## config.mk

```make
export PLATFORM = sky130hd
export DESIGN_NAME = read_prefetch_ctl
export DESIGN_NICKNAME = d
export VERILOG_FILES = /design/src/core/prefetch_pkg.sv /design/src/core/rd_req_if.sv /design/src/core/read_prefetch_ctl.sv /design/src/core/req_buf2.sv
export SDC_FILE = /design/constraint.sdc
export NUM_CORES = 1
export LEC_CHECK = 0
export ABC_AREA = 1
export BUFFER_PORTS_ARGS = -buffer_cell sky130_fd_sc_hd__buf_2
export CAP_MARGIN = 25
export CELL_PAD_IN_SITES_DETAIL_PLACEMENT = 1
export CELL_PAD_IN_SITES_GLOBAL_PLACEMENT = 1
export CORE_AREA = 2 2 180 182
export DETAILED_ROUTE_END_ITERATION = 10
export DIE_AREA = 0 0 182 184
export PLACE_DENSITY_LB_ADDON = 0.1
export SYNTH_ARGS = -nofsm -noshare
export SYNTH_HDL_FRONTEND = slang
export SYNTH_SLANG_ARGS = --single-unit
```

## constraint.sdc

```tcl
create_clock -name sys_clk -period 5.65 [get_ports sys_clk]
set_clock_uncertainty 0.05 [all_clocks]
set_input_delay 0.565 -clock sys_clk [delete_from_list [all_inputs] [get_ports sys_clk]]
set_output_delay 0.565 -clock sys_clk [all_outputs]
set_load 0.01 [all_outputs]
```

## src/core/prefetch_pkg.sv

```systemverilog
package prefetch_pkg;
  // Register byte addresses
  localparam logic [7:0] OFF_CTL    = 8'h40;
  localparam logic [7:0] OFF_WBASE  = 8'h44;
  localparam logic [7:0] OFF_WLIMIT = 8'h48;
  localparam logic [7:0] OFF_STAT   = 8'h4C;

  // Values after reset; read multiple field starts at full prefetch
  localparam logic [31:0] CTL_RST    = 32'h0000_0020;
  localparam logic [31:0] CTL_MASK   = 32'h0000_7FFF;
  localparam logic [31:0] WBASE_RST  = 32'h0000_0000;
  localparam logic [31:0] WLIMIT_RST = 32'h0000_0000;

  // Control field positions
  localparam int BIT_NOPRED = 2;
  localparam int BIT_CONV   = 3;
  localparam int MRM_LSB    = 4;
  localparam int MRL_LSB    = 6;
  localparam int MR_LSB     = 8;
  localparam int BIT_SDR    = 10;
  localparam int BIT_MAL    = 11;
  localparam int MBC_LSB    = 12;
  localparam int STAT_TMO   = 0;
  localparam int STAT_RET   = 1;

  // PCI command codes
  localparam logic [3:0] CMD_MR  = 4'h6;
  localparam logic [3:0] CMD_MRL = 4'hE;
  localparam logic [3:0] CMD_MRM = 4'hC;
  localparam logic [2:0] CMD_CFG = 3'h5;
  localparam logic [3:0] CFG_TOP = 4'hF;

  // Prefetch field codes
  localparam logic [1:0] PF_LINE = 2'h0;
  localparam logic [1:0] PF_KEEP = 2'h1;
  localparam logic [1:0] PF_FULL = 2'h2;
  localparam logic [1:0] PF_ALL  = 2'h3;

  // Request lengths in bytes
  localparam logic [12:0] LEN_DW   = 13'h0004;
  localparam logic [12:0] LEN_LINE = 13'h0040;
  localparam logic [12:0] LEN_128  = 13'h0080;
  localparam logic [12:0] LEN_256  = 13'h0100;
  localparam logic [12:0] LEN_512  = 13'h0200;
  localparam logic [12:0] LEN_1K   = 13'h0400;
  localparam logic [12:0] LEN_2K   = 13'h0800;
  localparam logic [12:0] LEN_4K   = 13'h1000;

  // Discard timer length in PCI clocks
  localparam int unsigned DISCARD_CYCLES_DEF = 32768;

  typedef struct packed {
    logic [31:0] addr;
    logic [12:0] len;
    logic        type1;
    logic        cfg;
    logic        predict;
    logic        disc1;
  } rd_req_t;

  // Byte count field decode
  function automatic logic [12:0] max_len(input logic [2:0] code);
    unique case (code)
      3'h1:    max_len = LEN_128;
      3'h2:    max_len = LEN_256;
      3'h4:    max_len = LEN_1K;
      3'h5:    max_len = LEN_2K;
      3'h6:    max_len = LEN_4K;
      default: max_len = LEN_512;
    endcase
  endfunction
endpackage

```

## src/core/rd_req_if.sv

```systemverilog
`timescale 1ns/100ps
interface rd_req_if;
  logic                     valid;
  logic                     ready;
  prefetch_pkg::rd_req_t    data;

  modport src (output valid, output data, input ready);
  modport snk (input valid, input data, output ready);
endinterface

```

## src/core/read_prefetch_ctl.sv

```systemverilog
// Decided for this implementation: the address map and the AHB-Lite register port.
`timescale 1ns/100ps
module read_prefetch_ctl #(
  parameter int unsigned DISCARD_CYCLES = prefetch_pkg::DISCARD_CYCLES_DEF
) (
  input  wire logic        sys_clk,
  input  wire logic        nrst,
  input  wire logic        hsel,
  input  wire logic [31:0] haddr,
  input  wire logic [1:0]  htrans,
  input  wire logic        hwrite,
  input  wire logic [2:0]  hsize,
  input  wire logic [31:0] hwdata,
  input  wire logic        hready,
  output logic      [31:0] hrdata,
  output logic             hreadyout,
  output logic             hresp,
  input  wire logic        req_valid,
  input  wire logic [3:0]  req_cmd,
  input  wire logic [31:0] req_addr,
  input  wire logic [3:0]  req_be,
  output logic             req_ready,
  input  wire logic        xfer_end,
  input  wire logic        end_by_master,
  output logic             retry_pulse,
  output logic             hit_pulse,
  output logic             rd_valid,
  input  wire logic        rd_ready,
  output logic      [31:0] rd_addr,
  output logic      [12:0] rd_len,
  output logic             rd_type1,
  output logic             rd_cfg,
  output logic             rd_predict,
  output logic             rd_disc1,
  output logic             malformed_chk_en,
  output logic             discard_pulse
);
  logic [31:0] ctl_q;
  logic [31:0] wbase_q;
  logic [31:0] wlimit_q;
  logic        tmo_q;
  logic        ap_wr_q;
  logic [7:0]  ap_addr_q;
  logic        ap_valid;
  logic        wr_en;
  logic        is_mr;
  logic        is_mrl;
  logic        is_mrm;
  logic        is_cfg;
  logic        is_mem;
  logic        dly_is_mem;
  logic        in_win;
  logic [1:0]  mode;
  logic        full;
  logic        conv;
  logic        match;
  logic        hit;
  logic        fwd;
  logic        keep;
  logic        expire;
  logic        dly_v_q;
  logic [3:0]  dly_cmd_q;
  logic [31:0] dly_addr_q;
  logic [3:0]  dly_be_q;
  logic [1:0]  dly_mode_q;
  logic        dly_full_q;
  logic        ret_q;
  logic [31:0] tmr_q;
  logic [31:0] rdmux;

  rd_req_if in_if ();
  rd_req_if out_if ();

  req_buf2 u_buf (
    .sys_clk (sys_clk),
    .nrst    (nrst),
    .enq     (in_if.snk),
    .deq     (out_if.src)
  );

  // Bus slave answers at once and always OKAY
  assign hreadyout = 1'b1;
  assign hresp     = 1'b0;
  assign ap_valid  = hsel & htrans[1] & hready;
  assign wr_en     = ap_wr_q & hready;

  // Address phase capture
  always_ff @(posedge sys_clk) begin
    if (!nrst) begin
      ap_wr_q   <= 1'b0;
      ap_addr_q <= 8'h00;
    end else if (hready) begin
      ap_wr_q   <= ap_valid & hwrite & (haddr[31:8] == 24'h00_0000); // Aliases are not mapped
      ap_addr_q <= haddr[7:0];
    end
  end

  // Read data mux, zero for unmapped words
  always_comb begin
    rdmux = 32'h0000_0000;
    if (haddr[31:8] == 24'h00_0000) begin
      unique case (haddr[7:0])
        prefetch_pkg::OFF_CTL:    rdmux = ctl_q;
        prefetch_pkg::OFF_WBASE:  rdmux = wbase_q;
        prefetch_pkg::OFF_WLIMIT: rdmux = wlimit_q;
        prefetch_pkg::OFF_STAT: begin
          rdmux[prefetch_pkg::STAT_TMO] = tmo_q;
          rdmux[prefetch_pkg::STAT_RET] = ret_q;
        end
        default:                  rdmux = 32'h0000_0000;
      endcase
    end
  end

  // Read data registered in the address phase, stands in the data phase
  always_ff @(posedge sys_clk) begin
    if (!nrst) begin
      hrdata <= 32'h0000_0000;
    end else if (ap_valid && !hwrite) begin
      hrdata <= rdmux;
    end
  end

  // Control and window registers
  always_ff @(posedge sys_clk) begin
    if (!nrst) begin
      ctl_q    <= prefetch_pkg::CTL_RST;
      wbase_q  <= prefetch_pkg::WBASE_RST;
      wlimit_q <= prefetch_pkg::WLIMIT_RST;
    end else if (wr_en) begin
      unique case (ap_addr_q)
        prefetch_pkg::OFF_CTL:    ctl_q    <= hwdata & prefetch_pkg::CTL_MASK;
        prefetch_pkg::OFF_WBASE:  wbase_q  <= hwdata;
        prefetch_pkg::OFF_WLIMIT: wlimit_q <= hwdata;
        default: ;
      endcase
    end
  end

  assign malformed_chk_en = ctl_q[prefetch_pkg::BIT_MAL];

  // Command decode and prefetch mode selection
  assign is_mr  = req_cmd == prefetch_pkg::CMD_MR;
  assign is_mrl = req_cmd == prefetch_pkg::CMD_MRL;
  assign is_mrm = req_cmd == prefetch_pkg::CMD_MRM;
  assign is_cfg = req_cmd[3:1] == prefetch_pkg::CMD_CFG;
  assign is_mem = is_mr | is_mrl | is_mrm;
  assign dly_is_mem = dly_cmd_q == prefetch_pkg::CMD_MR || dly_cmd_q == prefetch_pkg::CMD_MRL
                      || dly_cmd_q == prefetch_pkg::CMD_MRM;
  assign in_win = is_mem && req_addr >= wbase_q && req_addr <= wlimit_q;
  assign mode   = is_mrm ? ctl_q[prefetch_pkg::MRM_LSB +: 2]
                : is_mrl ? ctl_q[prefetch_pkg::MRL_LSB +: 2]
                : ctl_q[prefetch_pkg::MR_LSB +: 2];
  // Plain reads fetch full only on 10; the 01 code is reserved there
  assign full   = in_win & (is_mr ? mode == prefetch_pkg::PF_FULL
                                  : mode != prefetch_pkg::PF_LINE);
  assign conv   = is_cfg & ctl_q[prefetch_pkg::BIT_CONV]
                & (req_addr[31:28] == prefetch_pkg::CFG_TOP);

  // Request word built for the link side
  always_comb begin
    in_if.data         = '0;
    in_if.data.addr    = req_addr;
    in_if.data.cfg     = is_cfg;
    in_if.data.predict = ~ctl_q[prefetch_pkg::BIT_NOPRED];
    in_if.data.disc1   = is_mr & (mode == prefetch_pkg::PF_ALL);
    if (conv) begin
      in_if.data.addr[0] = 1'b0;
      in_if.data.type1   = 1'b1;
    end else begin
      in_if.data.type1   = is_cfg & (req_addr[1:0] == 2'h1);
    end
    if (full) begin
      in_if.data.len = prefetch_pkg::max_len(ctl_q[prefetch_pkg::MBC_LSB +: 3]);
    end else if (in_win && !in_if.data.disc1) begin
      in_if.data.len = prefetch_pkg::LEN_LINE;
    end else begin
      in_if.data.len = prefetch_pkg::LEN_DW;
    end
  end

  // Repeat of a pending delayed transaction
  assign match = dly_v_q & (req_addr == dly_addr_q) & (req_be == dly_be_q);
  assign hit   = match & ((req_cmd == dly_cmd_q)
               | (ctl_q[prefetch_pkg::BIT_SDR] & is_mem & dly_is_mem));
  assign fwd   = req_valid & ~match & in_if.ready;

  assign in_if.valid = req_valid & ~match;
  assign req_ready   = match | in_if.ready;
  assign out_if.ready = rd_ready;
  assign rd_valid    = out_if.valid;
  assign rd_addr     = out_if.data.addr;
  assign rd_len      = out_if.data.len;
  assign rd_type1    = out_if.data.type1;
  assign rd_cfg      = out_if.data.cfg;
  assign rd_predict  = out_if.data.predict;
  assign rd_disc1    = out_if.data.disc1;

  // Retry or completion answer, one cycle after the repeat
  always_ff @(posedge sys_clk) begin
    if (!nrst) begin
      retry_pulse <= 1'b0;
      hit_pulse   <= 1'b0;
    end else begin
      retry_pulse <= req_valid & match & ~hit;
      hit_pulse   <= req_valid & hit;
    end
  end

  // Delayed transaction entry
  always_ff @(posedge sys_clk) begin
    if (!nrst) begin
      dly_v_q    <= 1'b0;
      dly_cmd_q  <= 4'h0;
      dly_addr_q <= 32'h0000_0000;
      dly_be_q   <= 4'h0;
      dly_mode_q <= 2'h0;
      dly_full_q <= 1'b0;
    end else if (fwd) begin
      dly_v_q    <= 1'b1;
      dly_cmd_q  <= req_cmd;
      dly_addr_q <= req_addr;
      dly_be_q   <= req_be;
      dly_mode_q <= (is_mrm | is_mrl) ? mode : prefetch_pkg::PF_LINE;
      dly_full_q <= full;
    end else if (xfer_end) begin
      dly_v_q    <= 1'b0;
    end
  end

  // Whether leftover data is kept after the transfer ends
  always_comb begin
    keep = 1'b0;
    if (xfer_end && dly_v_q && dly_full_q) begin
      if (dly_mode_q == prefetch_pkg::PF_ALL) begin
        keep = 1'b1;
      end else if (dly_mode_q == prefetch_pkg::PF_KEEP) begin
        keep = (dly_cmd_q == prefetch_pkg::CMD_MRM) ? ~end_by_master
                                                    : end_by_master;
      end
    end
  end

  assign expire = ret_q & (tmr_q == 32'(DISCARD_CYCLES - 1));

  // Discard timer for retained data
  always_ff @(posedge sys_clk) begin
    if (!nrst) begin
      ret_q <= 1'b0;
      tmr_q <= 32'h0000_0000;
    end else if (keep) begin
      ret_q <= 1'b1;
      tmr_q <= 32'h0000_0000;
    end else if (expire || fwd) begin
      ret_q <= 1'b0;
    end else if (ret_q) begin
      tmr_q <= tmr_q + 32'h0000_0001;
    end
  end

  // Expiry strobe and sticky status; a new expiry beats a clear
  always_ff @(posedge sys_clk) begin
    if (!nrst) begin
      discard_pulse <= 1'b0;
      tmo_q         <= 1'b0;
    end else begin
      discard_pulse <= expire;
      if (expire) begin
        tmo_q <= 1'b1;
      end else if (wr_en && ap_addr_q == prefetch_pkg::OFF_STAT
                   && hwdata[prefetch_pkg::STAT_TMO]) begin
        tmo_q <= 1'b0;
      end
    end
  end
endmodule

```

## src/core/req_buf2.sv

```systemverilog
`timescale 1ns/100ps
module req_buf2 (
  input wire logic sys_clk,
  input wire logic nrst,
  rd_req_if.snk    enq,
  rd_req_if.src    deq
);
  prefetch_pkg::rd_req_t mem_q [2];
  logic [1:0]            cnt_q;
  logic                  rd_ptr_q;
  logic                  wr_ptr_q;
  logic                  push;
  logic                  pop;

  // Honest full and empty flags
  assign enq.ready = (cnt_q != 2'h2);
  assign deq.valid = (cnt_q != 2'h0);
  assign deq.data  = mem_q[rd_ptr_q];
  assign push      = enq.valid & enq.ready;
  assign pop       = deq.valid & deq.ready;

  // Storage
  always_ff @(posedge sys_clk) begin
    if (push) begin
      mem_q[wr_ptr_q] <= enq.data;
    end
  end

  // Pointers and occupancy
  always_ff @(posedge sys_clk) begin
    if (!nrst) begin
      cnt_q    <= 2'h0;
      rd_ptr_q <= 1'b0;
      wr_ptr_q <= 1'b0;
    end else begin
      if (push) begin
        wr_ptr_q <= ~wr_ptr_q;
      end
      if (pop) begin
        rd_ptr_q <= ~rd_ptr_q;
      end
      cnt_q <= cnt_q + {1'b0, push} - {1'b0, pop};
    end
  end
endmodule

```

# Word-level counts from Yosys, hierarchy flattened
# Memories as Yosys holds them, arrays and structs flattened. A register that Yosys moved wholly into a read port is not among the register bits.
# Index checks and enable logic that the tools add are counted.
# totals
output_inout_bits,89
regBits,205
ram_bits,98
mem_count,1
# classes
reduce_logical,24
n_eq_ne,31
bitwise,35
mux,26
magnitude_cmp,2
n_addsub,3
# memory_table
memory,depth,word_bits,rd,rd_clocked_by_memory_dff,wr,line_no,rtl
u_buf.mem_q,2,49,1,1,1,req_buf2.sv:8,prefetch_pkg::rd_req_t mem_q [2];
# op_table
cell,n
$pmux 30 s3,1
$pmux 13 s5,1
$eq 8x7->1 const B,8
$add 32x1->32 const B,1
$eq 32x15->1 const B,1
$eq 32x32->1,1
$ge 32x32->1,1
$le 32x32->1,1
$mux 32,1
$logic_not 24->1,1
$and 1x1->1,22
$eq 4x4->1 const B,5
$mux 1,17
$mux 13,1
$eq 3x3->1 const B,4
$reduce_bool 2->1,5
$eq 4x3->1 const B,2
$eq 4x4->1,2
$logic_and 1x1->1,8
$not 1->1,8
$pmux 2 s4,1
$reduce_and 2->1,4
$mux 7,1
$eq 2x2->1 const B,3
11 further kinds,21

# Logic depth before layout (Yosys ltp)
# Gate-level depths: netlist (run 1).
# logic_depth
depth_word,9
mapped_depth,16
depth_no_buf,16

# Modules after synthesis
# From an unflattened synthesis (run 1), not the netlist that was laid out.
# hier_totals
cells_unflattened,1835
area_unflattened_um2,15218.3
# by_module_without_submodules
mod,area_per_inst_um2,n_inst,cells_each
read_prefetch_ctl,11397.2,1,1647
req_buf2,3821.2,1,188

# Least setup slack after synthesis (run 1)
# No wires, ideal clock.
# synth_timing
path_type,input -> register
from,input port req_addr[19]
to,memory u_buf.mem_q[1][0] (netlist bit) (enable)
cell_stages,11
n_path_buf,2
arrival_time_ns,3.213
setup_ns,0.448
required_ns,5.152
path_slack_ns,1.940
path_cell_list,inv_1 nand2_1 o21ai_1 nor2_1 nand3b_1 nor2_1 nand2_1 o21ai_4 buf_6 buf_6 nor2_1
# synth_via
elab_chain_cells,8
# synth_rtl
element,line_no,rtl
from (decl),read_prefetch_ctl.sv:20,"input wire logic [31:0] req_addr,"
$eq 32x32->1,read_prefetch_ctl.sv:183,assign match = dly_v_q & (req_addr == dly_addr_q) & (req_be == dly_be_q);
$and 1x1->1 (2 in a row),read_prefetch_ctl.sv:183,
$not 1->1,read_prefetch_ctl.sv:188,assign in_if.valid = req_valid & ~match;
$and 1x1->1,read_prefetch_ctl.sv:188,
$and 1x1->1,req_buf2.sv:19,assign push = enq.valid & enq.ready;
$mux 1,req_buf2.sv:24,if (push) begin
$mux 1 (not written as such),req_buf2.sv:25,mem_q[wr_ptr_q] <= enq.data;
to (decl),req_buf2.sv:8,
# No other way between the ends.

# Worst setup path after layout (run 1)
# layout_timing
from,register dly_be_q[3]
to,register u_buf.cnt_q[1]
# layout_via
elab_chain_cells,7
# layout_rtl
element,line_no,rtl
from (decl),read_prefetch_ctl.sv:64,logic [3:0] dly_be_q;
from (signal assigned),read_prefetch_ctl.sv:223,dly_be_q <= req_be;
$eq 4x4->1,read_prefetch_ctl.sv:183,
$and 1x1->1,read_prefetch_ctl.sv:183,
$not 1->1,read_prefetch_ctl.sv:188,
$and 1x1->1,read_prefetch_ctl.sv:188,
$and 1x1->1,req_buf2.sv:19,
$add 2x1->2,req_buf2.sv:42,"cnt_q <= cnt_q + {1'b0, push} - {1'b0, pop};"
$sub 2x1->2,req_buf2.sv:42,
to (signal assigned),req_buf2.sv:42,
to (decl),req_buf2.sv:9,logic [1:0] cnt_q;
# No other way between the ends.
# A chain may end at the register's enable or synchronous reset.

==> reports/qor.log, run 1 <==
INFO  run_status     run_status=complete, no violations
INFO  timing         hold_viol_final=0
INFO  final_layout   fillerInstances=3,832
INFO  synthesis      post_syn_area_per_cell=8.29squm
INFO  place          dp_worst_setup_slack=1970ps
INFO  place          dpl.cell_count=2,270
INFO  synthesis      postSynthRegisterBits=294
INFO  drt            routed-wl-met3=2090um
INFO  floorplan      die_area=33,500squm
INFO  pwr            vdd.ir_drop.worst=0.197mV
INFO  floorplan      die-height=184um
INFO  setup_path     critPathRequiredTime=6030ps
INFO  final_layout   final-seq-area=6770squm
INFO  pwr            total_leakage_power=6.77nW
INFO  synthesis      dominantRegCellSynth=sky130_fd_sc_hd__dfxtp_1
INFO  hold_path      class_of_the_most_critical_hold_timing_path=in2reg
INFO  global_routing grt_use_total=26.2%
INFO  global_routing grt_residual_overflow=0
INFO  clocking       max-clock-path-buffers=3
INFO  drt            met2WireLength=21,000um
INFO  timing         relSlewSlack=34.7%
INFO  timing         worst_slew_pin_slew=978ps
INFO  clocking       clock-sinks=294
INFO  clocking       cts_made_buffers=35
INFO  clocking       clock_tree.root_cell=sky130_fd_sc_hd__clkbuf_16
INFO  synthesis      synth_cell_type_count=42
INFO  place          place.gp.congestion=0.883
INFO  clocking       cts_resized=0
INFO  global_routing grt_antenna_before_repair=6
INFO  synthesis      ys_warnings=0
INFO  synthesis      synth_xor_xnor_area_share=2.61%
INFO  drt            top_signal_layer_used=met5
INFO  synthesis      synth_top_cells_by_area=sky130_fd_sc_hd__dfxtp_1 (29%), sky130_fd_sc_hd__edfxtp_1 (18%), sky130_fd_sc_hd__nand2_1 (7.1%)
INFO  timing         fmaxAchievable=313MHz
INFO  run            max_cap_violations=0
INFO  clocking       postCtsSetupBuffers=0
INFO  synthesis      ranking_of_synthesized_cells_by_instance_count=sky130_fd_sc_hd__nand2_1 (272), sky130_fd_sc_hd__inv_1 (213), sky130_fd_sc_hd__dfxtp_1 (206)
INFO  place          final_hpwl_dp=31,900um
INFO  drt            dr.first_iter.drc_count=690
INFO  floorplan      core=31,400squm
INFO  final_layout   layout-drive-gt1-share=18.4%
INFO  drt            antenna_violating_nets_post_route=0
INFO  setup_path     critPathKind=reg2reg
INFO  place          port_buffers=195
INFO  clocking       worst_skew_pair.late_latency=510ps
INFO  synthesis      yosys.area.top_type_share=28.6%
INFO  synthesis      synth.most_common_cell=sky130_fd_sc_hd__nand2_1
INFO  global_routing grt_pass1_vias=12,793
INFO  setup_path     timing.critical_path.arrival=3580ps
INFO  drt            wl_per_cell=18.8um
INFO  synthesis      synth_mux_area_share=3.44%
INFO  global_routing grt_first_pass_wirelength=69,100um
INFO  synthesis      post_synth_simple_gate_area=17.5%
INFO  drt            drtPass1Iterations=5
INFO  synthesis      synth_top_family_by_area=simple AND/OR/NAND/NOR gates
INFO  synthesis      synth-async-reset-ratio=0%
INFO  clocking       tritoncts_clock_tree=done
INFO  setup_path     endpoint_kind=register
INFO  timing         setup_violations=0
INFO  drt            routedLengthMet1=19,900um
INFO  clocking       ctsHtreeMaxLevel=2
INFO  final_layout   synthToLayoutAreaGrowth=16.9%
INFO  synthesis      synth_edf_count=88
INFO  timing         fin_crit=3190ps
INFO  timing         fin_setup_tns=0ps
INFO  synthesis      postSynthCellCount=1,738
INFO  setup_path     worst-path-max-fanout=29
INFO  floorplan      initial_core_util=45.9%
INFO  global_routing maximum_number_of_pins_on_one_net_before_global_route_repair=72
INFO  synthesis      synth_compound_gate_area_share=15.1%
INFO  pwr            power_density=326nW/um^2
INFO  floorplan      boundaryPins=207
INFO  timing         post-route-period-util=56.5%
INFO  final_layout   final-instance-count-excl-fill=2,337
INFO  pwr            design_power_total=5.48mW
INFO  timing         fin_hold_ws=241ps
INFO  floorplan      placement_rows=65
INFO  clocking       worst_setup_hold_path_clk_slew=60ps
INFO  final_layout   nNetsFinal=2,091
INFO  setup_path     crit_path_start_kind=register
INFO  drt            detail_route.wirelength=43,800um
INFO  synthesis      synthAdderAreaFrac=5.82%
INFO  synthesis      yosysTopAreaCell=sky130_fd_sc_hd__dfxtp_1
INFO  final_layout   multi_input_comb_area=6450squm
INFO  clocking       hold_buffers=0
INFO  synthesis      synth_seq_area_share=47.0%
INFO  drt            route.vias.total=12,676
INFO  timing         fin_max_slew_vios=0
INFO  timing         final_critical_path_setup_slack=2460ps
INFO  drt            viasPerCell=5.42
INFO  drt            remaining_drc_errors=0
INFO  synthesis      mappedNetlistArea=14,400squm
INFO  timing         rsz0062_at_grt=false
INFO  floorplan      horizontal_extent_of_the_die=182um
cell usage in the layout, fill, tap and decap left out, types with 3 or more instances in the layout:
cell	Yosys	layout
sky130_fd_sc_hd__dfxtp_1	206	205
sky130_fd_sc_hd__o21ai_1	19	19
sky130_fd_sc_hd__nand3b_1	4	4
sky130_fd_sc_hd__clkinv_2	0	9
sky130_fd_sc_hd__edfxtp_1	88	88
sky130_fd_sc_hd__nand3_1	75	74
sky130_fd_sc_hd__xnor2_1	15	15
sky130_fd_sc_hd__clkinv_1	0	4
sky130_fd_sc_hd__clkbuf_1	53	3
sky130_fd_sc_hd__o21a_1	4	4
sky130_fd_sc_hd__xor2_1	28	28
sky130_fd_sc_hd__ha_1	67	67
sky130_fd_sc_hd__nor2_1	145	143
sky130_fd_sc_hd__a21oi_2	8	8
sky130_fd_sc_hd__conb_1	2	7
sky130_fd_sc_hd__nand2_1	272	272
sky130_fd_sc_hd__and2_1	4	4
sky130_fd_sc_hd__clkinvlp_4	0	3
sky130_fd_sc_hd__o21ai_0	140	140
sky130_fd_sc_hd__nor3_2	2	3
sky130_fd_sc_hd__o221ai_1	14	14
sky130_fd_sc_hd__buf_4	10	13
sky130_fd_sc_hd__bufinv_16	0	3
sky130_fd_sc_hd__nand4_1	15	15
sky130_fd_sc_hd__o22ai_1	17	17
sky130_fd_sc_hd__diode_2	0	3
sky130_fd_sc_hd__nand3_2	12	13
sky130_fd_sc_hd__mux2_2	44	44
sky130_fd_sc_hd__nor3_1	30	29
sky130_fd_sc_hd__inv_2	9	9
sky130_fd_sc_hd__clkbuf_16	0	37
sky130_fd_sc_hd__nor2_4	1	4
sky130_fd_sc_hd__a21oi_1	196	196
sky130_fd_sc_hd__nor4_1	10	10
sky130_fd_sc_hd__inv_1	213	213
sky130_fd_sc_hd__buf_2	12	194
registers in the layout, summed over array words and instances, names as in the netlist, named ones only:
register        flops
ap_addr_q           8
ap_wr_q             1
ctl_q              15
discard_pulse       1
dly_addr_q         32
dly_be_q            4
dly_cmd_q           4
dly_full_q          1
dly_mode_q          2
dly_v_q             1
hit_pulse           1
hrdata             32
ret_q               1
retry_pulse         1
tmo_q               1
tmr_q              32
u_buf.cnt_q         2
u_buf.mem_q        88
u_buf.rd_ptr_q      1
u_buf.wr_ptr_q      1
wbase_q            32
wlimit_q           32
path summary, 6_finish.rpt:
kind	start	to	slack, ps	cells after the start
worst max-delay path	dly_be_q[3]	u_buf.cnt_q[1]	2460	13
worst min-delay path	hwdata[28]	wlimit_q[28]	240	3
worst max register to register	dly_be_q[3]	u_buf.cnt_q[1]	2460	13
worst min register to register	u_buf.rd_ptr_q	u_buf.rd_ptr_q	410	1
where the power goes:
group	leakage, nW	switching, mW	internal (mW)
Clock	0.566	0.904	1.36
Combinational	3.71	0.495	0.315
Sequential	2.49	0.0708	2.34
Total	6.77	1.47	4.01
stage by stage:
step	area, sq um	utilization [%]
global placement	15600	49.8
floorplan	14400	-
detailed placement	15600	49.8
global route	16800	53.6
finish	16800	53.6
CTS	16800	53.5
routing by layer:
layer | up-vias | GRT usage, %
li1 | 6143 | -
met1 | 6187 | 34.4
met2 | 284 | 45.1
met3 | 56 | 4.44
met4 | 6 | 6.10
met5 | - | 0
kinds of logic (layout without fill, tap and decap cells):
family                   Yosys count  in the layout
AND/OR/NAND/NOR                  578            578
AO/OA/AOI/OAI                    405            405
buffers and inverters            305            494
flip-flops                       294            294
adder cells (fa/ha/maj)           67             67
multiplexers                      44             44
XOR/XNOR                          43             43
other                              2             10
worst max-delay path: stages, from the launching register on:
cell	delay (ps)
sky130_fd_sc_hd__dfxtp_1	330
sky130_fd_sc_hd__inv_1	50
sky130_fd_sc_hd__nand2_1	50
sky130_fd_sc_hd__o21ai_0	140
sky130_fd_sc_hd__nor2_1	120
sky130_fd_sc_hd__nand2_1	60
sky130_fd_sc_hd__nor2_1	110
sky130_fd_sc_hd__nand3_2	110
sky130_fd_sc_hd__o21ai_4	760
sky130_fd_sc_hd__inv_2	510
sky130_fd_sc_hd__ha_1	360
sky130_fd_sc_hd__xor2_1	170
sky130_fd_sc_hd__o21ai_0	100
sky130_fd_sc_hd__a21oi_1	160
layout make-up:
cell class                      count  area share [%]
Antenna cell                        3          0.0446
Inverter                          222            4.95
Timing Repair Buffer              209            6.63
Sequential cell                   294            40.2
Tap cell                          402            2.99
Multi-Input combinational cell   1144            38.3
Clock inverter                     21            1.13
Clock buffer                       42            5.73
No activity file was read; power rests on OpenSTA's default activity.
==> run 2, diff against run 1 <==
Settings changed: CORE_AREA 2 2 180 182 to 2 2 196 198, DIE_AREA 0 0 182 184 to 0 0 198 200.
Clock period 5.65 ns to 2.7 ns, I/O delays scaled along.
==> run 2 against run 1 <==
  * Utilization shrank 6.5 points
  * Clock power up 120%
  * Clock-buffer cell count increased by 7
  * Worst hold slack lost 220 ps
  * Largest power group unchanged
==> reports/qor.log, run 2 (synthesis gave the netlist of run 1 again) <==
INFO  setup_path     slowest_library_cell_on_the_worst_path=sky130_fd_sc_hd__dlygate4sd3_1
INFO  place          place.gp.congestion=0.861
INFO  setup_path     slowest_delay=520ps
INFO  floorplan      die_area=39,600squm
INFO  final_layout   final_core_utilization=47.1%
INFO  hold_path      worstHoldStart=req_valid
INFO  floorplan      boundaryPins=207
INFO  drt            route.vias.total=12,775
INFO  clocking       clock-sinks=294
INFO  final_layout   layout.cell_area.non_filler=17,600squm
INFO  clocking       clock_tree.root_cell=sky130_fd_sc_hd__clkbuf_16
INFO  timing         relSlewSlack=49.7%
INFO  hold_path      min_to=retry_pulse
INFO  final_layout   final-instance-count-excl-fill=2,511
INFO  final_layout   synthToLayoutAreaGrowth=22.4%
INFO  setup_path     critPathRequiredTime=2380ps
INFO  pwr            design_power_total=11.9mW
INFO  final_layout   nNetsFinal=2,156
INFO  hold_path      min_delay_path_depth=3
INFO  final_layout   layout-drive-gt1-share=18.7%
INFO  setup_path     endpoint_kind=output port
INFO  clocking       tritoncts_clock_tree=done
INFO  clocking       ctsHtreeMaxLevel=2
INFO  place          dp_worst_setup_slack=107ps
INFO  floorplan      horizontal_extent_of_the_die=198um
INFO  clocking       worst_skew_pair.late_latency=530ps
INFO  pwr            power_density=673nW/um^2
INFO  final_layout   final_common_cell=sky130_fd_sc_hd__nand2_1
INFO  floorplan      initial_core_util=38.5%
INFO  drt            dr.first_iter.drc_count=517
INFO  global_routing maximum_number_of_pins_on_one_net_before_global_route_repair=48
INFO  setup_path     crit_path_start_kind=input pin
INFO  setup_path     critical-path-top-cell-by-count=sky130_fd_sc_hd__nand2_1
INFO  drt            wl_per_cell=18.2um
INFO  final_layout   final_cell_mix=sky130_fd_sc_hd__nand2_1 (272), sky130_fd_sc_hd__inv_1 (213), sky130_fd_sc_hd__dfxtp_1 (205), sky130_fd_sc_hd__a21oi_1 (196), sky130_fd_sc_hd__buf_2 (194)
INFO  hold_path      class_of_the_most_critical_hold_timing_path=in2reg
INFO  floorplan      placement_rows=71
INFO  timing         final_critical_path_setup_slack=278ps
INFO  global_routing grt_use_total=23.5%
INFO  timing         fin_max_slew_vios=0
INFO  drt            detail_route.wirelength=45,800um
INFO  clocking       cts_made_buffers=36
INFO  place          placed_cell_area=15,900squm
INFO  global_routing grt_antenna_before_repair=4
INFO  drt            antenna_violating_nets_post_route=0
INFO  timing         fin_hold_ws=22.7ps
INFO  place          final_hpwl_dp=33,400um
INFO  timing         post-route-period-util=89.7%
INFO  global_routing grt_first_pass_wirelength=72,000um
INFO  final_layout   largest_register_ff_count=88
INFO  final_layout   regMostFlops=u_buf.mem_q
INFO  setup_path     setup.reg_to_reg.worst_slack=310ps
INFO  setup_path     critPathKind=in2out
INFO  drt            viasPerCell=5.09
INFO  setup_path     worstRegToRegCells=12
INFO  floorplan      die-height=200um
INFO  timing         worst_slew_pin_slew=752ps
INFO  setup_path     worst-path-max-fanout=2
INFO  run            max_cap_violations=0
INFO  global_routing grt_residual_overflow=0
INFO  clocking       postCtsSetupBuffers=0
INFO  setup_path     crit_chain=dlygate4sd3_1 -> buf_2 -> inv_1 -> nand2_1 -> o21ai_0 -> nor2_1 -> nand2_1 -> nor2_1 -> nand3_2 -> or2_2 -> nand2_1 -> buf_2
INFO  pwr            vdd.ir_drop.worst=0.341mV
INFO  timing         setup_violations=0
INFO  pwr            total_leakage_power=7.08nW
INFO  run_status     run_status=complete, no violations
INFO  drt            drtPass1Iterations=5
INFO  timing         fmaxAchievable=413MHz
INFO  global_routing grt_pass1_vias=13,124
INFO  clocking       max-clock-path-buffers=3
INFO  setup_path     r2r-start=wlimit_q[31]
INFO  timing         hold_viol_final=0
INFO  place          dpl.cell_count=2,399
INFO  final_layout   fillerInstances=4,512
INFO  timing         fin_crit=2420ps
INFO  floorplan      core=37,400squm
INFO  clocking       worst_setup_hold_path_clk_slew=60ps
INFO  setup_path     worstReg2RegEnd=u_buf.mem_q[0][14]
INFO  place          port_buffers=195
INFO  setup_path     timing.critical_path.arrival=2100ps
INFO  timing         fin_setup_tns=0ps
INFO  drt            remaining_drc_errors=0
INFO  timing         rsz0062_at_grt=false
[run 2: cell count changes in the layout (fill, tap and decap cells not counted), sizes merged]
cell and delta:
buf +19, bufinv +1, clkbuf +7, clkinv -6
clkinvlp -2, diode -1, dlygate4sd3 +45, inv +2
[run 2: report_power, final]
group / internal [mW] / switching, mW / total (mW)
Combinational: 0.742 / 1.09 / 1.83
Clock: 3.06 / 1.94 / 5.00
Sequential: 4.90 / 0.132 / 5.03
[run 2: final cells by class]
cell class	instances	area (sq um)	share of cell area (%)
Tap cell	511	639	3.63
Clock buffer	49	1030	5.85
Timing Repair Buffer	273	1710	9.73
Inverter	222	833	4.73
Sequential cell	294	6770	38.4
Clock inverter	16	186	1.06
Multi-Input combinational cell	1144	6440	36.6
Antenna cell	2	5.00	0.0284
[run 2: repair_timing]
item,in CTS,in global routing
resized for setup,0,0
hold buffers,45,0
endpoints found under the hold margin,82,0
[run 2: how the worst max path moves through the flow]
stage,start,end,slack (ps),depth (start not counted)
6_report,req_be[1],req_ready,280,12
4_1_cts,req_be[1],req_ready,220,12
3_3_place_gp,req_addr[27],u_buf.mem_q[1][14],140,12
3_5_place_dp,req_addr[27],u_buf.mem_q[0][14],110,12
5_1_grt,req_be[1],tmr_q[20],90,15
2_1_floorplan,dly_addr_q[26],u_buf.mem_q[1][0],2,10
[run 2: critical path, delay by kind of cell]
family,cells,cell delay (ps)
simple gates,7,930
buf+inv,4,820
compound gates,1,80
[run 2: routing by layer]
| metal | global-route usage (%) | up-vias | part of all wire (%) | wire length (um) |
|---|---|---|---|---|
| met5 | 0 | - | 0 | 0 |
| met4 | 5.46 | 0 | 1.7 | 779 |
| met3 | 3.75 | 58 | 4.7 | 2140 |
| met2 | 40.0 | 263 | 47 | 21300 |
| met1 | 31.4 | 6180 | 47 | 21500 |
| li1 | - | 6274 | - | - |
==> run 3, diff against run 2 <==
Settings changed: BUFFER_PORTS_ARGS -buffer_cell sky130_fd_sc_hd__buf_2 to -buffer_cell sky130_fd_sc_hd__buf_4.
==> run 3 against run 2 <==
  * Sequential share of layout area down 1.3 points
  * Flip-flop and latch count unchanged
  * Utilization up 1.6 points
  * Cell count up 0.80%
  * Die area unchanged
  * Non-clock buffer count up 22
  * Clock-buffer cell count down 3
  * Total power down 1.9%
  * Sequential power about the same
  * Critical path depth up 3
  * Wire length up 1.7%
  * Largest power group unchanged
==> reports/qor.log, run 3 (synthesis gave the netlist of run 1 again) <==
INFO  pwr            vdd.ir_drop.worst=0.308mV
INFO  setup_path     r2r-start=wbase_q[5]
INFO  drt            wl_per_cell=18.4um
INFO  place          port_buffers=195
INFO  drt            dr.first_iter.drc_count=553
INFO  timing         post-route-period-util=93.3%
INFO  timing         fmaxAchievable=397MHz
INFO  drt            viasPerCell=5.03
INFO  clocking       postCtsSetupBuffers=0
INFO  floorplan      placement_rows=71
INFO  place          final_hpwl_dp=33,800um
INFO  timing         fin_setup_tns=0ps
INFO  drt            antenna_violating_nets_post_route=0
INFO  floorplan      die-height=200um
INFO  clocking       tritoncts_clock_tree=done
INFO  clocking       max-clock-path-buffers=3
INFO  drt            drtPass1Iterations=5
INFO  final_layout   fillerInstances=4,434
INFO  final_layout   largest_register_ff_count=88
INFO  place          dp_worst_setup_slack=217ps
INFO  floorplan      initial_core_util=38.5%
INFO  setup_path     crit_path_start_kind=input pin
INFO  timing         fin_crit=2520ps
INFO  final_layout   regMostFlops=u_buf.mem_q
INFO  global_routing grt_use_total=23.6%
INFO  final_layout   multi_input_comb_area=6440squm
INFO  clocking       worst_skew_pair.late_latency=530ps
INFO  final_layout   final_common_cell=sky130_fd_sc_hd__nand2_1
INFO  floorplan      die_area=39,600squm
INFO  clocking       clock-sinks=294
INFO  place          place.gp.congestion=0.850
INFO  global_routing grt_antenna_before_repair=3
INFO  floorplan      core=37,400squm
INFO  setup_path     endpoint_kind=register
INFO  clocking       worst_setup_hold_path_clk_slew=60ps
INFO  setup_path     setup.reg_to_reg.worst_slack=300ps
INFO  setup_path     worstReg2RegEnd=u_buf.mem_q[1][13]
INFO  final_layout   final_core_utilization=48.7%
INFO  timing         rsz0062_at_grt=false
INFO  global_routing grt_pass1_vias=13,057
INFO  clocking       cts_made_buffers=35
INFO  final_layout   layout-drive-gt1-share=18.1%
INFO  clocking       ctsHtreeMaxLevel=2
INFO  floorplan      boundaryPins=207
INFO  final_layout   synthToLayoutAreaGrowth=26.5%
INFO  timing         fin_max_slew_vios=0
INFO  final_layout   nNetsFinal=2,177
INFO  clocking       hold_buffers=72
INFO  timing         final_critical_path_setup_slack=182ps
INFO  setup_path     worst-path-max-fanout=7
INFO  pwr            total_leakage_power=7.25nW
INFO  timing         setup_violations=0
INFO  clocking       clock_tree.root_cell=sky130_fd_sc_hd__clkbuf_16
INFO  setup_path     endpoint=u_buf.mem_q[1][13]
INFO  setup_path     timing.critical_path.arrival=2840ps
INFO  hold_path      class_of_the_most_critical_hold_timing_path=in2reg
INFO  drt            route.vias.total=12,730
INFO  setup_path     critPathRequiredTime=3020ps
INFO  global_routing grt_first_pass_wirelength=72,200um
INFO  run_status     run_status=complete, no violations
INFO  timing         relSlewSlack=36.9%
INFO  setup_path     worstRegToRegCells=14
INFO  drt            detail_route.wirelength=46,500um
INFO  final_layout   final_cell_mix=sky130_fd_sc_hd__nand2_1 (272), sky130_fd_sc_hd__buf_4 (220), sky130_fd_sc_hd__inv_1 (213), sky130_fd_sc_hd__dfxtp_1 (205), sky130_fd_sc_hd__a21oi_1 (196)
INFO  floorplan      horizontal_extent_of_the_die=198um
INFO  global_routing maximum_number_of_pins_on_one_net_before_global_route_repair=46
INFO  setup_path     critPathKind=in2reg
INFO  run            max_cap_violations=0
INFO  clocking       cts_resized=0
INFO  setup_path     crit_start=req_addr[5]
INFO  global_routing grt_residual_overflow=0
INFO  timing         hold_viol_final=0
INFO  final_layout   final-seq-area=6770squm
INFO  timing         worst_slew_pin_slew=945ps
INFO  pwr            power_density=639nW/um^2
INFO  drt            remaining_drc_errors=0
INFO  pwr            design_power_total=11.6mW
## run 3: cell count changes in the layout (fill, tap and decap cells not counted)
| cell | previous run | this run |
|---|---|---|
| sky130_fd_sc_hd__bufinv_16 | 4 | 2 |
| sky130_fd_sc_hd__clkbuf_1 | 6 | 7 |
| sky130_fd_sc_hd__buf_2 | 194 | 0 |
| sky130_fd_sc_hd__clkinv_2 | 6 | 8 |
| sky130_fd_sc_hd__dlygate4sd3_1 | 45 | 72 |
| sky130_fd_sc_hd__clkinvlp_4 | 1 | 0 |
| sky130_fd_sc_hd__inv_6 | 2 | 3 |
| sky130_fd_sc_hd__buf_4 | 31 | 220 |
| sky130_fd_sc_hd__clkbuf_16 | 37 | 35 |
| sky130_fd_sc_hd__clkbuf_8 | 6 | 4 |
| sky130_fd_sc_hd__diode_2 | 2 | 3 |
## run 3: stage by stage
| step | hold slack, ps | area [sq um] | cells |
|---|---|---|---|
| finish | 11.2 | 18200 | 2531 |
| floorplan | 319 | 14400 | 1743 |
| global placement | 381 | 16400 | 2394 |
| global route | 15.9 | 18200 | 2529 |
| CTS | 1.25 | 18200 | 2528 |
| detailed placement | 399 | 16400 | 2394 |
## run 3: worst min path at each step
stage | startpoint | endpoint | slack [ps] | depth (start not counted)
after global routing | req_addr[24] | u_buf.mem_q[0][41] | 20 | 1
final | req_valid | retry_pulse | 10 | 3
after global placement | u_buf.rd_ptr_q | register | 380 | 1
after CTS | req_cmd[1] | dly_cmd_q[1] | 1 | 3
after detailed placement | u_buf.rd_ptr_q | register | 400 | 1
after floorplan | req_addr[1] | u_buf.mem_q[0][18] | 320 | 0
## run 3: worst max-delay path, cell delays in order
cell                            delay [ps]
sky130_fd_sc_hd__dlygate4sd3_1         550
sky130_fd_sc_hd__buf_4                 190
sky130_fd_sc_hd__ha_1                  340
sky130_fd_sc_hd__nand2_1                80
sky130_fd_sc_hd__inv_1                  60
sky130_fd_sc_hd__nand2_1                70
sky130_fd_sc_hd__nor2_1                100
sky130_fd_sc_hd__nor2_1                 40
sky130_fd_sc_hd__nand2_1               110
sky130_fd_sc_hd__nand2_1                70
sky130_fd_sc_hd__nand2_1                80
sky130_fd_sc_hd__nand2_1                60
sky130_fd_sc_hd__a21oi_1               390
sky130_fd_sc_hd__nand3_1               240
sky130_fd_sc_hd__nor2_1                190
## run 3: final cells by class
type,instances,area share (%)
well taps,511,3.51
clock inverters,16,0.755
inverters,222,4.57
clock buffers,46,5.25
repair buffers,295,13.3
diodes,3,0.0412
multi-input cells,1144,35.4
flip-flops and latches,294,37.1
## run 3: per-layer routing
metal  GRT usage (%)  vias to the layer above  share of wire, %
li1                -                     6306                 -
met1            32.5                     6129                48
met2            39.5                      246                46
met3            3.18                       49               4.0
met4            5.43                        0               1.7
met5               0                        -                 0
## run 3: power breakdown
part	switching, mW	internal (mW)	total, mW
Clock	1.89	2.69	4.58
Sequential	0.136	4.90	5.03
Combinational	1.11	0.914	2.03
Total	3.14	8.50	11.6
